<file path="src/hw/transceiver_status_alarm_defines.vh">
`ifndef TRANSCEIVER_STATUS_ALARM_DEFINES_VH
`define TRANSCEIVER_STATUS_ALARM_DEFINES_VH

// register offsets
`define OFS_PIN_STATUS_CONTROL 8'h6e
`define OFS_CONVERSION_READY 8'h6f
`define OFS_ALARM_TEMP_SUPPLY 8'h70

// pin status and control fields
`define BIT_SHUTDOWN_ACTIVE 7
`define BIT_SOFT_SHUTDOWN 6
`define BIT_RESERVED_FIVE 5
`define BIT_FAULT_LATCH_RESET 4
`define BIT_SOFT_TX_DISABLE 3
`define BIT_FAULT_STATUS 2
`define BIT_SIGNAL_LOSS 1
`define BIT_NOT_READY 0

// conversion ready fields, one per channel
`define BIT_RDY_TEMP 7
`define BIT_RDY_SUPPLY 6
`define BIT_RDY_MON_ONE 5
`define BIT_RDY_MON_TWO 4
`define BIT_RDY_MON_THREE 3
`define BIT_RDY_MON_FOUR 2
`define BIT_RDY_MON_FIVE_SEVEN 1
`define BIT_RDY_MON_SIX_EIGHT 0

// alarm fields
`define BIT_TEMP_HIGH 7
`define BIT_TEMP_LOW 6
`define BIT_SUPPLY_HIGH 5
`define BIT_SUPPLY_LOW 4
`define BIT_MON_ONE_HIGH 3
`define BIT_MON_ONE_LOW 2
`define BIT_MON_TWO_HIGH 1
`define BIT_MON_TWO_LOW 0

// reset values
`define RST_CONTROL_BITS 1'b0
`define RST_CONVERSION_READY 8'h00
`define RST_ALARM 8'h10
`define RST_READ_DATA 8'h00

`endif

</file>
<file path="src/hw/transceiver_status_alarm_regs.v">
// Operation
// RULE1 - bit 7 high while shutdown gate active
// RULE2 - polarity input sets pin level, not flag
// RULE3 - bit 6 forces shutdown and disables outputs
// RULE4 - bit 4 resets fault latch, self clears
// RULE5 - internal disable is bit 3 OR pin
// RULE6 - bit 2 mirrors fault pin, read only
// RULE7 - bit 1 mirrors signal loss input
// RULE8 - bit 0 high when supply not ready
// RULE9 - eight ready flags, temperature at bit 7
// RULE10 - ready flags reset zero, set on completion
// RULE11 - host write clears ready flags
// RULE12 - temperature high alarm above threshold
// RULE13 - temperature low alarm below threshold
// RULE14 - supply high alarm above threshold
// RULE15 - supply low resets one, follows trip level
// RULE16 - monitor one high and low alarms
// RULE17 - monitor two high and low alarms
// RULE18 - temperature signed, others unsigned, every update
// RULE19 - read-only bits and alarm ignore writes
// RULE20 - host ignores pin mirrors at power on
`timescale 1ns/1ns
`include "transceiver_status_alarm_defines.vh"
module transceiver_status_alarm_regs (
    input wire sys_clk,
    input wire rst,
    input wire [7:0] regAddr,
    input wire regWrite,
    input wire regRead,
    input wire [7:0] regWdata,
    output reg [7:0] regRdata,
    output reg regRvalid,
    input wire txDisablePin,
    input wire faultDetect,
    input wire shutdownRequest,
    input wire shutdown_gate_polarity,
    input wire signal_loss_input,
    input wire supplyBelowTrip,
    input wire supplyTooLowForBus,
    input wire [7:0] convDone,
    input wire [15:0] tempValue,
    input wire [15:0] supplyValue,
    input wire [15:0] monOneValue,
    input wire [15:0] monTwoValue,
    input wire [15:0] tempHighThreshold,
    input wire [15:0] tempLowThreshold,
    input wire [15:0] supplyHighThreshold,
    input wire [15:0] supplyLowThreshold,
    input wire [15:0] monOneHighThreshold,
    input wire [15:0] monOneLowThreshold,
    input wire [15:0] monTwoHighThreshold,
    input wire [15:0] monTwoLowThreshold,
    output reg fast_shutdown_gate_out,
    output reg biasModEnable,
    output reg txDisableInternal,
    output reg txFaultOut
);
    // host-writable control bits
    reg software_shutdown_force;
    reg faultLatchReset;
    reg softTxDisable;

    // hardware status bits
    reg shutdown_gate_active_flag;
    reg signal_loss_flag;
    reg not_ready_flag;

    wire writeStatus;
    wire writeReady;
    wire [7:0] readyFlags;
    wire [7:0] alarmFlags;
    wire [7:0] statusValue;
    wire nextGateActive;
    wire nextTxDisable;

    reg [7:0] next_rdata;

    assign writeStatus = regWrite && (regAddr == `OFS_PIN_STATUS_CONTROL);
    assign writeReady = regWrite && (regAddr == `OFS_CONVERSION_READY);

    // gate active from software force, fault latch or external request
    assign nextGateActive = software_shutdown_force | txFaultOut
        | shutdownRequest; // see RULE3
    assign nextTxDisable = softTxDisable | txDisablePin; // see RULE5

    // control bits; writes to bits 7, 5, 2, 1, 0 are dropped
    always @(posedge sys_clk or posedge rst) begin
        if (rst) begin
            software_shutdown_force <= `RST_CONTROL_BITS;
            softTxDisable <= `RST_CONTROL_BITS;
        end else if (writeStatus) begin
            software_shutdown_force <=
                regWdata[`BIT_SOFT_SHUTDOWN]; // see RULE3
            softTxDisable <= regWdata[`BIT_SOFT_TX_DISABLE]; // see RULE19
        end
    end

    // latch reset request clears itself once the fault input is low, on the same edge that resets the latch
    always @(posedge sys_clk or posedge rst) begin
        if (rst) begin
            faultLatchReset <= `RST_CONTROL_BITS;
        end else if (writeStatus && regWdata[`BIT_FAULT_LATCH_RESET]) begin
            faultLatchReset <= 1'b1; // see RULE4
        end else if (faultLatchReset && !faultDetect) begin
            faultLatchReset <= 1'b0; // see RULE4
        end
    end

    // transmit fault latch; a new fault wins over the reset
    always @(posedge sys_clk or posedge rst) begin
        if (rst) begin
            txFaultOut <= 1'b0;
        end else if (faultDetect) begin
            txFaultOut <= 1'b1;
        end else if (faultLatchReset) begin
            txFaultOut <= 1'b0; // see RULE4
        end
    end

    // shutdown gate, transmit disable and output enable
    always @(posedge sys_clk or posedge rst) begin
        if (rst) begin
            shutdown_gate_active_flag <= 1'b0;
            fast_shutdown_gate_out <= 1'b0;
            biasModEnable <= 1'b0;
            txDisableInternal <= 1'b0;
        end else begin
            shutdown_gate_active_flag <= nextGateActive; // see RULE1
            fast_shutdown_gate_out <= shutdown_gate_polarity ?
                nextGateActive : !nextGateActive; // see RULE2
            biasModEnable <= !nextGateActive && !nextTxDisable; // see RULE3
            txDisableInternal <= nextTxDisable; // see RULE5
        end
    end

    // pin and supply mirrors
    always @(posedge sys_clk or posedge rst) begin
        if (rst) begin
            signal_loss_flag <= 1'b0;
            not_ready_flag <= 1'b1;
        end else begin
            signal_loss_flag <= signal_loss_input; // see RULE7
            not_ready_flag <= supplyBelowTrip
                | supplyTooLowForBus; // see RULE8
        end
    end

    // completion flags
    conversion_ready_flags readyBank (
        .sys_clk(sys_clk),
        .rst(rst),
        .convDone(convDone), // see RULE9
        .hostWrite(writeReady), // see RULE11
        .hostData(regWdata),
        .flags(readyFlags)
    );

    // alarm comparators for temperature, supply, monitor one and monitor two only
    threshold_alarm #(
        .IS_SIGNED(1),
        .LOW_RESET(1'b0)
    ) tempAlarm (
        .sys_clk(sys_clk),
        .rst(rst),
        .update(convDone[`BIT_RDY_TEMP]), // see RULE18
        .value(tempValue),
        .highThreshold(tempHighThreshold),
        .lowThreshold(tempLowThreshold),
        .forceLow(1'b0),
        .highFlag(alarmFlags[`BIT_TEMP_HIGH]), // see RULE12
        .lowFlag(alarmFlags[`BIT_TEMP_LOW]) // see RULE13
    );

    threshold_alarm #(
        .IS_SIGNED(0),
        .LOW_RESET(1'b1)
    ) supplyAlarm (
        .sys_clk(sys_clk),
        .rst(rst),
        .update(convDone[`BIT_RDY_SUPPLY]), // see RULE18
        .value(supplyValue),
        .highThreshold(supplyHighThreshold),
        .lowThreshold(supplyLowThreshold),
        .forceLow(supplyBelowTrip), // see RULE15
        .highFlag(alarmFlags[`BIT_SUPPLY_HIGH]), // see RULE14
        .lowFlag(alarmFlags[`BIT_SUPPLY_LOW]) // see RULE15
    );

    threshold_alarm #(
        .IS_SIGNED(0),
        .LOW_RESET(1'b0)
    ) monOneAlarm (
        .sys_clk(sys_clk),
        .rst(rst),
        .update(convDone[`BIT_RDY_MON_ONE]),
        .value(monOneValue),
        .highThreshold(monOneHighThreshold),
        .lowThreshold(monOneLowThreshold),
        .forceLow(1'b0),
        .highFlag(alarmFlags[`BIT_MON_ONE_HIGH]), // see RULE16
        .lowFlag(alarmFlags[`BIT_MON_ONE_LOW]) // see RULE16
    );

    threshold_alarm #(
        .IS_SIGNED(0),
        .LOW_RESET(1'b0)
    ) monTwoAlarm (
        .sys_clk(sys_clk),
        .rst(rst),
        .update(convDone[`BIT_RDY_MON_TWO]),
        .value(monTwoValue),
        .highThreshold(monTwoHighThreshold),
        .lowThreshold(monTwoLowThreshold),
        .forceLow(1'b0),
        .highFlag(alarmFlags[`BIT_MON_TWO_HIGH]), // see RULE17
        .lowFlag(alarmFlags[`BIT_MON_TWO_LOW]) // see RULE17
    );

    // status read image; reserved bit reads zero
    assign statusValue = {
        shutdown_gate_active_flag,
        software_shutdown_force,
        1'b0,
        faultLatchReset,
        softTxDisable,
        txFaultOut, // see RULE6
        signal_loss_flag,
        not_ready_flag
    };

    // read mux; alarm register has no write path
    always @* begin
        case (regAddr)
            `OFS_PIN_STATUS_CONTROL: next_rdata = statusValue;
            `OFS_CONVERSION_READY: next_rdata = readyFlags;
            `OFS_ALARM_TEMP_SUPPLY: next_rdata = alarmFlags; // see RULE19
            default: next_rdata = `RST_READ_DATA;
        endcase
    end

    always @(posedge sys_clk or posedge rst) begin
        if (rst) begin
            regRdata <= `RST_READ_DATA;
            regRvalid <= 1'b0;
        end else begin
            regRvalid <= regRead;
            if (regRead) begin
                regRdata <= next_rdata;
            end
        end
    end
endmodule

</file>
<file path="src/hw/threshold_alarm.v">
`timescale 1ns/1ns
// one measured channel: high and low alarm flags updated per measurement
module threshold_alarm #(
    parameter IS_SIGNED = 0,
    parameter LOW_RESET = 1'b0
) (
    input wire sys_clk,
    input wire rst,
    input wire update,
    input wire [15:0] value,
    input wire [15:0] highThreshold,
    input wire [15:0] lowThreshold,
    input wire forceLow,
    output reg highFlag,
    output reg lowFlag
);
    wire aboveHigh;
    wire belowLow;

    // temperature compares signed, the others unsigned
    assign aboveHigh = IS_SIGNED ?
        ($signed(value) > $signed(highThreshold)) : (value > highThreshold);
    assign belowLow = IS_SIGNED ?
        ($signed(value) < $signed(lowThreshold)) : (value < lowThreshold);

    always @(posedge sys_clk or posedge rst) begin
        if (rst) begin
            highFlag <= 1'b0;
            lowFlag <= LOW_RESET;
        end else begin
            if (update) begin
                highFlag <= aboveHigh;
            end
            if (forceLow) begin
                lowFlag <= 1'b1;
            end else if (update) begin
                lowFlag <= belowLow;
            end
        end
    end
endmodule

</file>
<file path="src/hw/conversion_ready_flags.v">
`timescale 1ns/1ns
`include "transceiver_status_alarm_defines.vh"
// per-channel completion flags, set by hardware, cleared by host writes
module conversion_ready_flags (
    input wire sys_clk,
    input wire rst,
    input wire [7:0] convDone,
    input wire hostWrite,
    input wire [7:0] hostData,
    output wire [7:0] flags
);
    localparam [7:0] RESET_FLAGS = `RST_CONVERSION_READY;

    genvar i;
    generate
        for (i = 0; i < 8; i = i + 1) begin : chan
            reg flagBit;

            assign flags[i] = flagBit;

            always @(posedge sys_clk or posedge rst) begin
                if (rst) begin
                    flagBit <= RESET_FLAGS[i]; // see RULE10
                end else if (convDone[i]) begin
                    flagBit <= 1'b1; // see RULE10
                end else if (hostWrite && !hostData[i]) begin
                    flagBit <= 1'b0; // see RULE11
                end
            end
        end
    endgenerate
endmodule

</file>
<file path="config.mk">
export PLATFORM = sky130hd
export DESIGN_NAME = transceiver_status_alarm_regs
export DESIGN_NICKNAME = d
export VERILOG_FILES = /design/src/hw/transceiver_status_alarm_regs.v /design/src/hw/threshold_alarm.v /design/src/hw/conversion_ready_flags.v
export VERILOG_INCLUDE_DIRS = /design/src /design/src/hw
export SDC_FILE = /design/constraint.sdc
export NUM_CORES = 1
export LEC_CHECK = 0
export BUFFER_PORTS_ARGS = -buffer_cell sky130_fd_sc_hd__buf_2
export CAP_MARGIN = 20
export CORE_MARGIN = 1
export CORE_UTILIZATION = 42
export DETAILED_ROUTE_END_ITERATION = 7
export PLACE_DENSITY = 0.79
export SLEW_MARGIN = 20
export SYNTH_ARGS = -nofsm -noshare
export SYNTH_HDL_FRONTEND = slang
export SYNTH_SLANG_ARGS = --single-unit
</file>
<file path="constraint.sdc">
create_clock -name sys_clk -period 1 [get_ports sys_clk]
set_input_delay 0.15 -clock sys_clk [delete_from_list [all_inputs] [get_ports sys_clk]]
set_output_delay 0.15 -clock sys_clk [all_outputs]
set_load 0.02 [all_outputs]
</file>
Yosys cells after proc, flatten, opt, wreduce, memory -nomap -nowiden --
Index checks and enable logic that the tools add are counted.
Storage, ports and cells: register bits after elaboration 35, input port bits 227
Operators by class: $lt $le $gt $ge 8, eq/ne operators 3, mux-type cells 24, bitwise operators 4, reductions and logical operators 35
Operators by type and width (number):
- $gt A16 B16 Y1 | 4
- $lt A16 B16 Y1 | 4
- $eq A8 B7 Y1 const B | 3
- $pmux W8 S3 | 1
- $mux W1 | 23
- $reduce_bool A2 Y1 | 11
- $logic_and A1 B1 Y1 | 13
- $logic_not A1 Y1 | 11
- $or A1 B1 Y1 | 4

Longest topological paths before layout --
Gate-level depths: netlist of run 1.
word-level depth 5, gate-level depth with buffers 7, mapped depth without buffers 7

Cells and area by module --
Synthesis of run 1 repeated with hierarchy kept, for this count alone.
Second synthesis, totals: cells, all modules 576, area total of the unflattened synthesis 4760.8 µm²
Modules (own cells, without submodules):
- threshold_alarm (tempAlarm) | instances 1, cells an instance 119, area an instance 913.4 µm², sequential area each 50.0 µm²
- transceiver_status_alarm_regs | instances 1, cells an instance 73, area an instance 883.3 µm², sequential area each 476.7 µm²
- threshold_alarm (supplyAlarm) | instances 1, cells an instance 117, area an instance 864.6 µm², sequential area each 51.3 µm²
- threshold_alarm (monOneAlarm) | instances 1, cells an instance 117, area an instance 863.3 µm², sequential area each 50.0 µm²
- threshold_alarm (monTwoAlarm) | instances 1, cells an instance 117, area an instance 862.1 µm², sequential area each 50.0 µm²
- conversion_ready_flags | instances 1, cells an instance 33, area an instance 374.1 µm², sequential area each 200.2 µm²

Worst setup path after synthesis of run 1 --
Ideal clock, no wire load.
path kind in2reg, start point in tempHighThreshold[1], end point reg tempAlarm.highFlag, library setup time 0.120 ns, arrival 1.479 ns, slack -0.599 ns, cell stages on the path 7, path through inv_1 > ha_1 > nor2b_1 > o211ai_1 > a2111oi_0 > or4_1 > and3_1
On the way: cells in the longest elaborated chain, start to end 1
RTL lines:
- start: declaration | line transceiver_status_alarm_regs.v:45 | input wire [15:0] tempHighThreshold,
- $gt A16 B16 Y1 | line threshold_alarm.v:22 | ($signed(value) > $signed(highThreshold)) : (value > highThreshold);
- end signal: assignment | line threshold_alarm.v:32 | highFlag <= aboveHigh;
- end: declaration | line threshold_alarm.v:14 | output reg highFlag,
No other way between the ends. A chain may end at the register's enable or synchronous reset.

Worst setup path in the final report of run 1 --
start point in supplyHighThreshold[13], end point reg supplyAlarm.highFlag
On the way: cells in the longest elaborated chain, start to end 1
RTL lines:
- start: declaration | line transceiver_status_alarm_regs.v:47 | input wire [15:0] supplyHighThreshold,
- $gt A16 B16 Y1 | line threshold_alarm.v:22
- end signal: assignment | line threshold_alarm.v:32
- end: declaration | line threshold_alarm.v:14
No other way between the ends.

==> results by group, run 1 <==
Status
  – Status: complete, but fails checks
  – Failing checks: setup timing

Route
  – First DRT Iteration DRCs: approximately 220
  – DR vias: 5185
  – Drt pass-1 iters: 4
  – Antenna Violating Nets Remaining: 0
  – Vias per inst: 5.17
  – DR DRC count: 0
  – Overall routed net length: ~15 mm
  – WL/cell: 15.1 µm

Global routing
  – Pin count of the biggest net entering global routing: 36
  – All-Layer GR Usage: 0.260
  – First-pass GRT wire length: 23.9 mm
  – Antenna violations before repair: 1
  – Overflow left after global routing: 0
  – Number of global-route vias before repair: 5495

Yosys
  – Synth warnings: 0
  – Netlist Area Pre-Place: 4610 µm²
  – Cell variety after synth: 49
  – Cells after synthesis: 551
  – Synth Register Bits: 35
  – Complex-gate fraction of the synthesized area: 0.207
  – Register area share after synthesis: 0.191
  – Number of synthesized flops with an enable pin: 0
  – Mux share of post-synthesis cell area: 0.0201
  – Mean post-synth cell area: 8.36 µm²
  – Post-Synth Adder-Cell Area: 0.337
  – Post-synth top area cell: ha_1
  – Synth Area in Simple Gates: 0.131
  – Main synth FF type: dfrtp_1
  – Post-synth top area share: 0.337
  – Dominant cells by area after synthesis: ha_1 (34%), dfrtp_1 (18%), inv_1 (11%), a21o_1 (4.4%), a21oi_1 (3.7%)
  – Largest family of logic cells by synthesized area: adder cells
  – Synth Net Count: 902
  – Asr flop ratio synth: 1.00
  – Post-Synth XOR/XNOR Area: 0.00190

CTS
  – Clock-pin transition on the worst setup and hold timing paths: around 0.070 ns
  – Clock Latency Late Sink: 0.28 ns
  – CTS Buf Count: 5
  – CTS tree: built
  – Clk root buf: clkbuf_8
  – TritonCTS Sinks: 35
  – H-tree depth: 2
  – Clock buffer depth: 2

Finish
  – Biggest regs: readyBank.chan.flagBit: 8 flops, regRdata: 8 flops
  – Nets: 1216
  – Layout Utilization: 0.758
  – Most frequent cells in the layout: buf_2 (194), inv_1 (106), ha_1 (79)
  – Most common cell after layout, fill and taps aside: buf_2
  – Layout cells sized above 1: 0.528
  – Number of fill cells in the layout: around 750
  – Area delta synth->final: 72.1%

Pwr
  – Total internal power: 3480 µW
  – Psw: 1740 µW
  – Seq pwr share: 0.293
  – Leak Pwr: between 0.004 and 0.005 µW
  – Sw Ratio: 0.334
  – PD cells: 659 nW/µm²
  – Clock power share: 0.198
  – Logic pwr share: 0.509
  – Overall power: 5220 µW
  – Peak VDD IR: between 0.5 and 0.6 mV

Run
  – Max-cap viol count: 0

Floorplanning
  – Site Rows: 37
  – I/O pin cnt: 240
  – Die area: 11400 µm²
  – DIE WIDTH: 107 µm
  – Core outline area: between 10000 and 15000 µm²
  – Die Height: 107 µm
  – Initial core utilization: 0.440

Worst setup path
  – Worst EP required: about 1.2 ns
  – Flop2flop setup slack: -0.16 ns
  – Worst setup EP type: flip-flop
  – Type of the worst setup path: input pin to flip-flop
  – Peak per-stage delay on the critical path: 0.52 ns
  – Slowest stage cell, crit path: or4_4
  – CP arrival: between 1.5 and 2 ns
  – Critical path fanouts, max: 2
  – CP cell instances: buf_2 -> inv_1 -> ha_1 -> nand3_2 -> or4_4 -> a21oi_4 -> a2111oi_4 -> a21oi_1
  – CP startpoint kind: input pin

STA
  – Post-route clock skew: 0.00602 ns
  – Final number of hold-violating endpoints: 0
  – Final setup viols: 18
  – Worst-margin pin slew: 0.317 ns
  – Final WS setup: -0.352 ns
  – Highest Clock Rate: 0.740 GHz
  – Crit path time final: 1.35 ns
  – Relative slew slack: 0.786
  – RSZ-0062 raised after global routing: true
  – Max-slew violations: 0
  – Final cycle utilization of the critical path: 1.35

Worst hold path
  – Hold crit path type: input pin to flip-flop

Placed design
  – Port Buffers: 239
  – Post-DP HPWL: 12.5 mm
  – RD Place Congestion: 0.858
-- cell families after synthesis --
logic type               count (synthesis)
adder cells (fa/ha/maj)                124
AO/OA/AOI/OAI                          141
flip-flops                              35
XOR/XNOR                                 1
AND/OR/NAND/NOR                        105
buffers and inverters                  136
multiplexers                             9
-- critical path: cells and delay by family --
kind	cells	cell delay, ns
compound gates	3	0.37
fa+ha+maj	1	0.30
buf+inv	2	0.11
simple gates	2	0.62
-- worst paths after layout --
path	from	cells past startpoint	end
worst max-delay path	supplyHighThreshold[13]	8	supplyAlarm.highFlag$_DFFE_PP0P_
max in group asynchronous	rst	4	supplyAlarm.lowFlag$_DFFE_PP1P_
worst max register to register	monOneAlarm.lowFlag$_DFFE_PP0P_	5	monOneAlarm.lowFlag$_DFFE_PP0P_
min in group asynchronous	rst	4	regRdata[6]$_DFFE_PP0P_
worst min register to register	readyBank.chan[4].flagBit$_DFFE_PP0P_	2	readyBank.chan[4].flagBit$_DFFE_PP0P_
worst min-delay path	regRead	1	regRvalid$_DFF_PP0_
-- through the flow --
step	setup WS, ns	setup TNS, ns	cell area, µm²	instances	hold slack, ns
finish	-0.352	-1.88	7930	1003	0.0241
global placement	-0.668	-11.22	7000	978	0.214
detailed placement	-0.729	-11.85	7000	978	0.229
CTS	-0.317	-1.70	7610	995	0.0147
floorplan	-0.420	-3.94	5230	551	0.181
global route	-0.380	-2.90	7930	1003	0.0176
-- per-layer routing --
metal,part of all wire,routed length (µm),up-vias,track usage
li1,-,-,2564,-
met1,0.39,5940,2417,0.293
met2,0.53,8060,180,0.491
met3,0.053,796,24,0.0444
met4,0.023,346,0,0.0822
met5,0,0,-,0
-- cell type report --
type	instances	area (µm²)	share of cell area
Multi-Input combinational cell	380	4090	0.516
Tap cell	136	170	0.0215
Timing Repair Buffer	309	2050	0.259
Clock buffer	7	86.3	0.0109
Inverter	134	641	0.0808
Clock inverter	1	5.00	0.000631
Sequential cell	35	880	0.111
Antenna cell	1	2.50	0.000316
-- timing repair --
action | in CTS | in global routing
hold buffers | 2 | 0
hold endpoints to repair | 34 | 0
pin swaps | 70 | 34
endpoints found under the setup margin | 32 | 38
resized for setup | 101 | 67
setup buffers | 8 | 7
-- power groups by stage --
stage / combinational [µW] / clock, µW / sequential [µW]
floorplan: 1190 / 0 / 1540
global placement: 2190 / 0 / 1550
CTS: 2510 / 1080 / 1530
finish: 2660 / 1030 / 1530
global route: 2950 / 1150 / 1530
detailed placement: 2310 / 0 / 1550
-- synth_stat cells, drive strengths merged (2+ instances only) --
cell type  number
a2111oi         2
a21boi          3
mux2i           7
a22o            8
o21a            2
or3             3
o211ai          7
a221oi          3
nand2          20
a21oi          34
mux2            2
a211oi          7
or4             3
nand2b         10
and3            5
o21ai          25
or2             4
and4            3
nand3           9
o311ai          2
a21o           27
nand3b          3
dfstp           2
dfrtp          33
nand4          18
buf             2
ha            124
nor2b           7
nor2           16
o31ai           2
inv           134
o2bb2ai         7
a2bb2oi         2
a31oi           5
Power figures use the tool's default switching activity.
==> run 2, diff against run 1 <==
RECOVER_POWER = 100   (was not set)
==> run 2 against run 1 <==
Compared with the run above: the flow still finishes with violations (setup timing); combinational power barely moved; non-clock buffer count did not move; worst setup slack barely moved; sequential power hardly changed; global-route usage is the same; clock skew barely moved; wire length is essentially flat; sequential share of layout area is essentially flat; critical path depth unchanged; critical endpoint unchanged.
==> results by group, run 2 (same netlist as run 1, synthesis figures left out) <==
Finish
  – Number of fill cells in the layout: 754 (+0.27%)
  – Most frequent cells in the layout: buf_2 (190), inv_1 (106), ha_1 (79)
  – Layout cells sized above 1: 0.523 (-0.00462)
  – Layout Utilization: 0.756 (-0.00167)
  – Nets: 1216 (unchanged)
  – Final instance area: 7910 µm² (-0.22%)
  – Area delta synth->final: 71.7%
  – Biggest regs: readyBank.chan.flagBit: 8 flops, regRdata: 8 flops
  – Most common cell after layout, fill and taps aside: buf_2
  – Cell Count, Final, Fillers Out: 1003 (unchanged)

Floorplanning
  – I/O pin cnt: 240 (unchanged)
  – Site Rows: 37 (unchanged)
  – Die area: 11400 µm² (unchanged)
  – Initial core utilization: 0.440 (unchanged)
  – Core outline area: 10500 µm² (unchanged)
  – DIE WIDTH: 107 µm (unchanged)
  – Die Height: 107 µm (unchanged)

Route
  – Overall routed net length: 15.2 mm (about the same)
  – DR vias: 5183 (-0.039%)
  – Vias per inst: 5.17 (about the same)
  – Drt pass-1 iters: 4 (unchanged)
  – First DRT Iteration DRCs: 193 (-11%)
  – Antenna Violating Nets Remaining: 0 (unchanged)
  – DR DRC count: 0 (unchanged)
  – WL/cell: 15.1 µm (about the same)

STA
  – Highest Clock Rate: 0.740 GHz (about the same)
  – Final setup viols: 18 (unchanged)
  – Final WS setup: -0.351 ns (+0.000321 ns)
  – Crit path time final: 1.35 ns (-0.000321 ns)
  – Max-slew violations: 0 (unchanged)
  – Final number of hold-violating endpoints: 0 (unchanged)
  – Post-route clock skew: 0.00613 ns (+0.000110 ns)
  – Final cycle utilization of the critical path: 1.35 (about the same)
  – Worst-margin pin slew: 0.444 ns (+0.126 ns)
  – Setup TNS: -1.87 ns (+0.0136 ns)
  – Relative slew slack: 0.704 (-0.0818)
  – RSZ-0062 raised after global routing: true

Placed design
  – RD Place Congestion: 0.858 (unchanged)
  – Post-Place Cells: 978 (unchanged)
  – DP Area: 7000 µm² (unchanged)
  – Worst slack at placement: -0.729 ns (unchanged)
  – Port Buffers: 239 (unchanged)
  – Post-DP HPWL: 12.5 mm (unchanged)

Worst setup path
  – Type of the worst setup path: input pin to flip-flop
  – Critical register-to-register path endpoint: monOneAlarm.lowFlag$_DFFE_PP0P_
  – Critical path fanouts, max: 2 (unchanged)
  – Worst r2r path cells: 5 (unchanged)
  – CP arrival: 1.56 ns (about the same)
  – Worst setup EP type: flip-flop
  – Flop2flop setup slack: -0.16 ns (about the same)
  – R2R Path Start: monOneAlarm.lowFlag$_DFFE_PP0P_
  – Worst EP required: 1.20 ns (about the same)
  – CP startpoint kind: input pin

Global routing
  – Antenna violations before repair: 1 (unchanged)
  – Routing usage on met1: 0.293 (unchanged)
  – Met3 usage: 0.0444 (unchanged)
  – GRT busiest layer: met2
  – Number of global-route vias before repair: 5495 (unchanged)
  – Grt met2 use: 0.491 (unchanged)
  – Overflow left after global routing: 0 (unchanged)
  – All-Layer GR Usage: 0.260 (unchanged)
  – First-pass GRT wire length: 23.9 mm (unchanged)
  – Pin count of the biggest net entering global routing: 36 (unchanged)

CTS
  – H-tree depth: 2 (unchanged)
  – TritonCTS Sinks: 35 (unchanged)
  – Clock buffer depth: 2 (unchanged)
  – CTS tree: built
  – CTS Buf Count: 5 (unchanged)
  – Clock-pin transition on the worst setup and hold timing paths: 0.07 ns (about the same)
  – Clk root buf: clkbuf_8
  – Clock Latency Late Sink: 0.28 ns (about the same)

Worst hold path
  – Hold path startpoint: regRead
  – Hold crit path type: input pin to flip-flop
  – Hold worst-path end: regRvalid$_DFF_PP0_
  – Hold path depth: 1 (unchanged)

Status
  – Failing checks: setup timing
  – Status: complete, but fails checks

Pwr
  – Peak VDD IR: 0.544 mV (about the same)
  – Leak Pwr: 0.00418 µW (-0.29%)
  – PD cells: 660 nW/µm² (+0.12%)

Run
  – Max-cap viol count: 0 (unchanged)
[run 2: cell types whose count changed in the layout (fill, tap and decap cells not counted), sizes merged]
| cell | change |
|---|---|
| buf | -4 |
| clkbuf | +4 |
[run 2: routing by layer]
layer,share of wire,vias to the layer above
met4,0.023,0
met5,0,-
met1,0.39,2413
met2,0.53,181
met3,0.055,24
li1,-,2565
[run 2: cell type report]
type                            count  area, µm²  share of cell area
Antenna cell                        1       2.50            0.000316
Clock buffer                        7       86.3              0.0109
Clock inverter                      1       5.00            0.000633
Inverter                          134        641              0.0810
Multi-Input combinational cell    380       4090               0.517
Sequential cell                    35        878               0.111
Tap cell                          136        170              0.0215
Timing Repair Buffer              309       2040               0.258
[run 2: per-stage QoR]
step	hold WS, ns	total power (µW)
after floorplan	0.181	2730
after global placement	0.214	3740
after detailed placement	0.229	3850
after CTS	0.0147	5110
after global routing	0.0376	5620
final	0.0427	5220
[run 2: worst max path at each step]
stage                       startpoint                               end  slack [ns]  depth (start not counted)
4_1_cts          tempHighThreshold[11]    tempAlarm.highFlag$_DFFE_PP0P_       -0.32                          8
3_3_place_gp     tempHighThreshold[13]    tempAlarm.highFlag$_DFFE_PP0P_       -0.67                          8
6_report       supplyHighThreshold[13]  supplyAlarm.highFlag$_DFFE_PP0P_       -0.35                          8
5_1_grt        supplyHighThreshold[13]  supplyAlarm.highFlag$_DFFE_PP0P_       -0.38                          8
3_5_place_dp      tempHighThreshold[1]    tempAlarm.highFlag$_DFFE_PP0P_       -0.73                          8
2_1_floorplan     tempHighThreshold[1]    tempAlarm.highFlag$_DFFE_PP0P_       -0.42                          7
[run 2: where the power goes]
group	switching, µW	internal (µW)	leakage [µW]
Clock	482	555	0.0000482
Combinational	1210	1440	0.00373
Sequential	47.4	1480	0.000404
Total	1740	3470	0.00418
[run 2: repair_timing]
item	in CTS	in global routing
hold buffers	2	0
hold endpoints to repair	34	0
pin swaps	70	34
gates resized for setup	101	67
setup buffers	8	7
endpoints found under the setup margin	32	38
[run 2: critical path, stage by stage]
cell and delay, ns:
buf_2 0.07, inv_1 0.04, ha_1 0.30, nand3_2 0.10, or4_4 0.52, a21oi_4 0.16
a2111oi_4 0.06, a21oi_1 0.15
==> run 3, diff against run 2 <==
BUFFER_PORTS_ARGS = not set   (was -buffer_cell sky130_fd_sc_hd__buf_2)
CORE_AREA = 2 2 94 96   (was not set)
CORE_MARGIN = not set   (was 1)
CORE_UTILIZATION = not set   (was 42)
DIE_AREA = 0 0 96 98   (was not set)
DONT_BUFFER_PORTS = 1   (was not set)
PLACE_DENSITY = 0.74   (was 0.79)
==> run 3 against run 2 <==
Compared with the run above: the run still ends with setup timing left; hold slack got worse by 0.041 ns; sequential power about the same; cell count fell by 28%; sequential cell count is the same; sequential share of layout area up 3.5 points; largest power group unchanged.
==> results by group, run 3 (same netlist as run 1, synthesis figures left out) <==
Finish
  – Cell Count, Final, Fillers Out: 720 (-28%)
  – Nets: 962 (-21%)
  – ANT cells: 0 (-1)
  – Most common cell after layout, fill and taps aside: inv_1
  – Layout Utilization: 0.713 (-0.0430)
  – Layout cells sized above 1: 0.265 (-0.258)
  – Number of fill cells in the layout: 655 (-13%)
  – Most frequent cells in the layout: inv_1 (104), ha_1 (87), ha_4 (37), buf_4 (37), dfrtp_1 (32)
  – Final instance area: 6040 µm² (-24%)
  – Area delta synth->final: 31.0%
  – Biggest regs: readyBank.chan.flagBit: 8 flops, regRdata: 8 flops

CTS
  – CTS tree: built
  – TritonCTS Sinks: 35 (unchanged)
  – Clock Latency Late Sink: 0.28 ns (about the same)
  – Clock buffer depth: 2 (unchanged)
  – Clk root buf: clkbuf_8
  – H-tree depth: 2 (unchanged)
  – Clock-pin transition on the worst setup and hold timing paths: 0.07 ns (about the same)
  – CTS Buf Count: 5 (unchanged)

Global routing
  – Overflow left after global routing: 0 (unchanged)
  – First-pass GRT wire length: 18.8 mm (-21%)
  – Pin count of the biggest net entering global routing: 36 (unchanged)
  – Number of global-route vias before repair: 4296 (-22%)
  – All-Layer GR Usage: 0.249 (-0.0107)
  – Antenna violations before repair: 0 (-1)

STA
  – Relative slew slack: 0.683 (-0.0208)
  – Highest Clock Rate: 0.781 GHz (+5.5%)
  – Final setup viols: 8 (-10)
  – Worst-margin pin slew: 0.475 ns (+0.0312 ns)
  – Final WS setup: -0.280 ns (+0.0708 ns)
  – Post-route clock skew: 0.0105 ns (+0.00435 ns)
  – Crit path time final: 1.28 ns (-0.0708 ns)
  – Final cycle utilization of the critical path: 1.28 (-0.0708)
  – RSZ-0062 raised after global routing: true
  – Max-slew violations: 0 (unchanged)
  – Final number of hold-violating endpoints: 0 (unchanged)

Floorplanning
  – Die Height: 98 µm (-8.2%)
  – I/O pin cnt: 240 (unchanged)
  – Site Rows: 34 (-8.1%)
  – Core outline area: 8470 µm² (-19%)
  – DIE WIDTH: 96 µm (-10%)
  – Initial core utilization: 0.544 (+0.104)
  – Die area: 9410 µm² (-17%)

Worst setup path
  – CP startpoint kind: input pin
  – Worst setup EP type: flip-flop
  – Type of the worst setup path: input pin to flip-flop
  – CP arrival: 1.44 ns (-0.12 ns)
  – R2R Path Start: monOneAlarm.lowFlag$_DFFE_PP0P_
  – Critical register-to-register path endpoint: monOneAlarm.lowFlag$_DFFE_PP0P_
  – Critical path fanouts, max: 2 (unchanged)
  – CP startpoint: tempHighThreshold[13]
  – Worst EP required: 1.16 ns (-0.04 ns)
  – CP endpoint: tempAlarm.highFlag$_DFFE_PP0P_
  – Flop2flop setup slack: -0.10 ns (+0.06 ns)
  – Worst r2r path cells: 5 (unchanged)

Run
  – Max-cap viol count: 0 (unchanged)

Route
  – WL/cell: 16.6 µm (+9.6%)
  – Overall routed net length: 11.9 mm (-21%)
  – Antenna Violating Nets Remaining: 0 (unchanged)
  – Drt pass-1 iters: 4 (unchanged)
  – First DRT Iteration DRCs: 102 (-47%)
  – Vias per inst: 5.71 (+11%)
  – DR DRC count: 0 (unchanged)
  – DR vias: 4114 (-21%)

Pwr
  – Psw: 1320 µW (-24%)
  – Sw Ratio: 0.312 (-0.0228)
  – Clock power share: 0.226 (+0.027)
  – Overall power: 4240 µW (-19%)
  – PD cells: 702 nW/µm² (+6.4%)
  – Total internal power: 2920 µW (-16%)
  – Peak VDD IR: 0.534 mV (-1.9%)
  – Logic pwr share: 0.412 (-0.096)
  – Leak Pwr: 0.00302 µW (-28%)
  – Seq pwr share: 0.362 (+0.069)

Placed design
  – RD Place Congestion: 0.827 (-3.6%)
  – Post-Place Cells: 694 (-29%)
  – DP Area: 5640 µm² (-19%)
  – Post-DP HPWL: 10.5 mm (-16%)
  – Port Buffers: 0 (-100%)

Status
  – Failing checks: setup timing
  – Status: complete, but fails checks

Worst hold path
  – Hold crit path type: input pin to flip-flop
run 3: cell types whose count changed in the layout (fill, tap and decap cells not counted), moves of 11 or more:
cell,previous run,this run
dlygate4sd3_1,2,13
buf_8,11,0
buf_4,70,37
buf_2,190,1
buf_6,32,0
run 3: worst min path at each step:
stage / start / endpoint / slack [ns] / cells after the start
2_1_floorplan: regRead / regRvalid$_DFF_PP0_ / 0.18 / 0
3_3_place_gp: rst / txDisableInternal$_DFF_PP0_ / 0.12 / 2
3_5_place_dp: rst / biasModEnable$_DFF_PP0_ / 0.12 / 2
4_1_cts: supplyTooLowForBus / not_ready_flag$_DFF_PP1_ / 0.0001 / 1
5_1_grt: regWdata[4] / faultLatchReset$_DFFE_PP0P_ / 0.0007 / 1
6_report: convDone[5] / readyBank.chan[5].flagBit$_DFFE_PP0P_ / 0.002 / 2
run 3: timing repair:
action	CTS	global route
endpoints found under the setup margin	17	27
hold buffers	11	2
resized for setup	18	24
pin swaps	13	15
buffers inserted	3	5
endpoints found under the hold margin	44	1
run 3: area by class of cell:
cell class / count / area (µm²) / area share
Clock buffer: 8 / 80.1 / 0.0133
Inverter: 134 / 641 / 0.106
Multi-Input combinational cell: 380 / 3860 / 0.640
Sequential cell: 35 / 880 / 0.146
Tap cell: 108 / 135 / 0.0224
Timing Repair Buffer: 55 / 438 / 0.0725
run 3: per-layer routing:
metal  routed length (µm)  GRT usage  vias to the layer above
met1                 4460      0.271                     1888
met2                 6240      0.465                      153
li1                     -          -                     2057
met5                    0          0                        -
met3                 1030     0.0841                       16
met4                  187     0.0396                        0
run 3: per-stage QoR:
step / hold WS, ns / TNS [ns] / worst slack [ns]
after floorplan: 0.181 / -3.94 / -0.420
after global placement: 0.123 / -7.54 / -0.519
after detailed placement: 0.120 / -8.02 / -0.546
after CTS: 0.000131 / -0.963 / -0.250
after global routing: 0.000742 / -1.74 / -0.314
final: 0.00215 / -1.03 / -0.280
run 3: critical path: stages:
cell and delay (ns):
inv_12 0.01, ha_4 0.22, a21o_1 0.15, a31oi_1 0.17
o21ai_1 0.11, or4_1 0.46, and3_1 0.16
run 3: power groups by stage:
stage	combinational (µW)	sequential [µW]	clock, µW
global placement	1510	1560	0
CTS	1690	1530	974
global route	1990	1540	1040
detailed placement	1600	1560	0
finish	1740	1530	957
floorplan	1190	1540	0
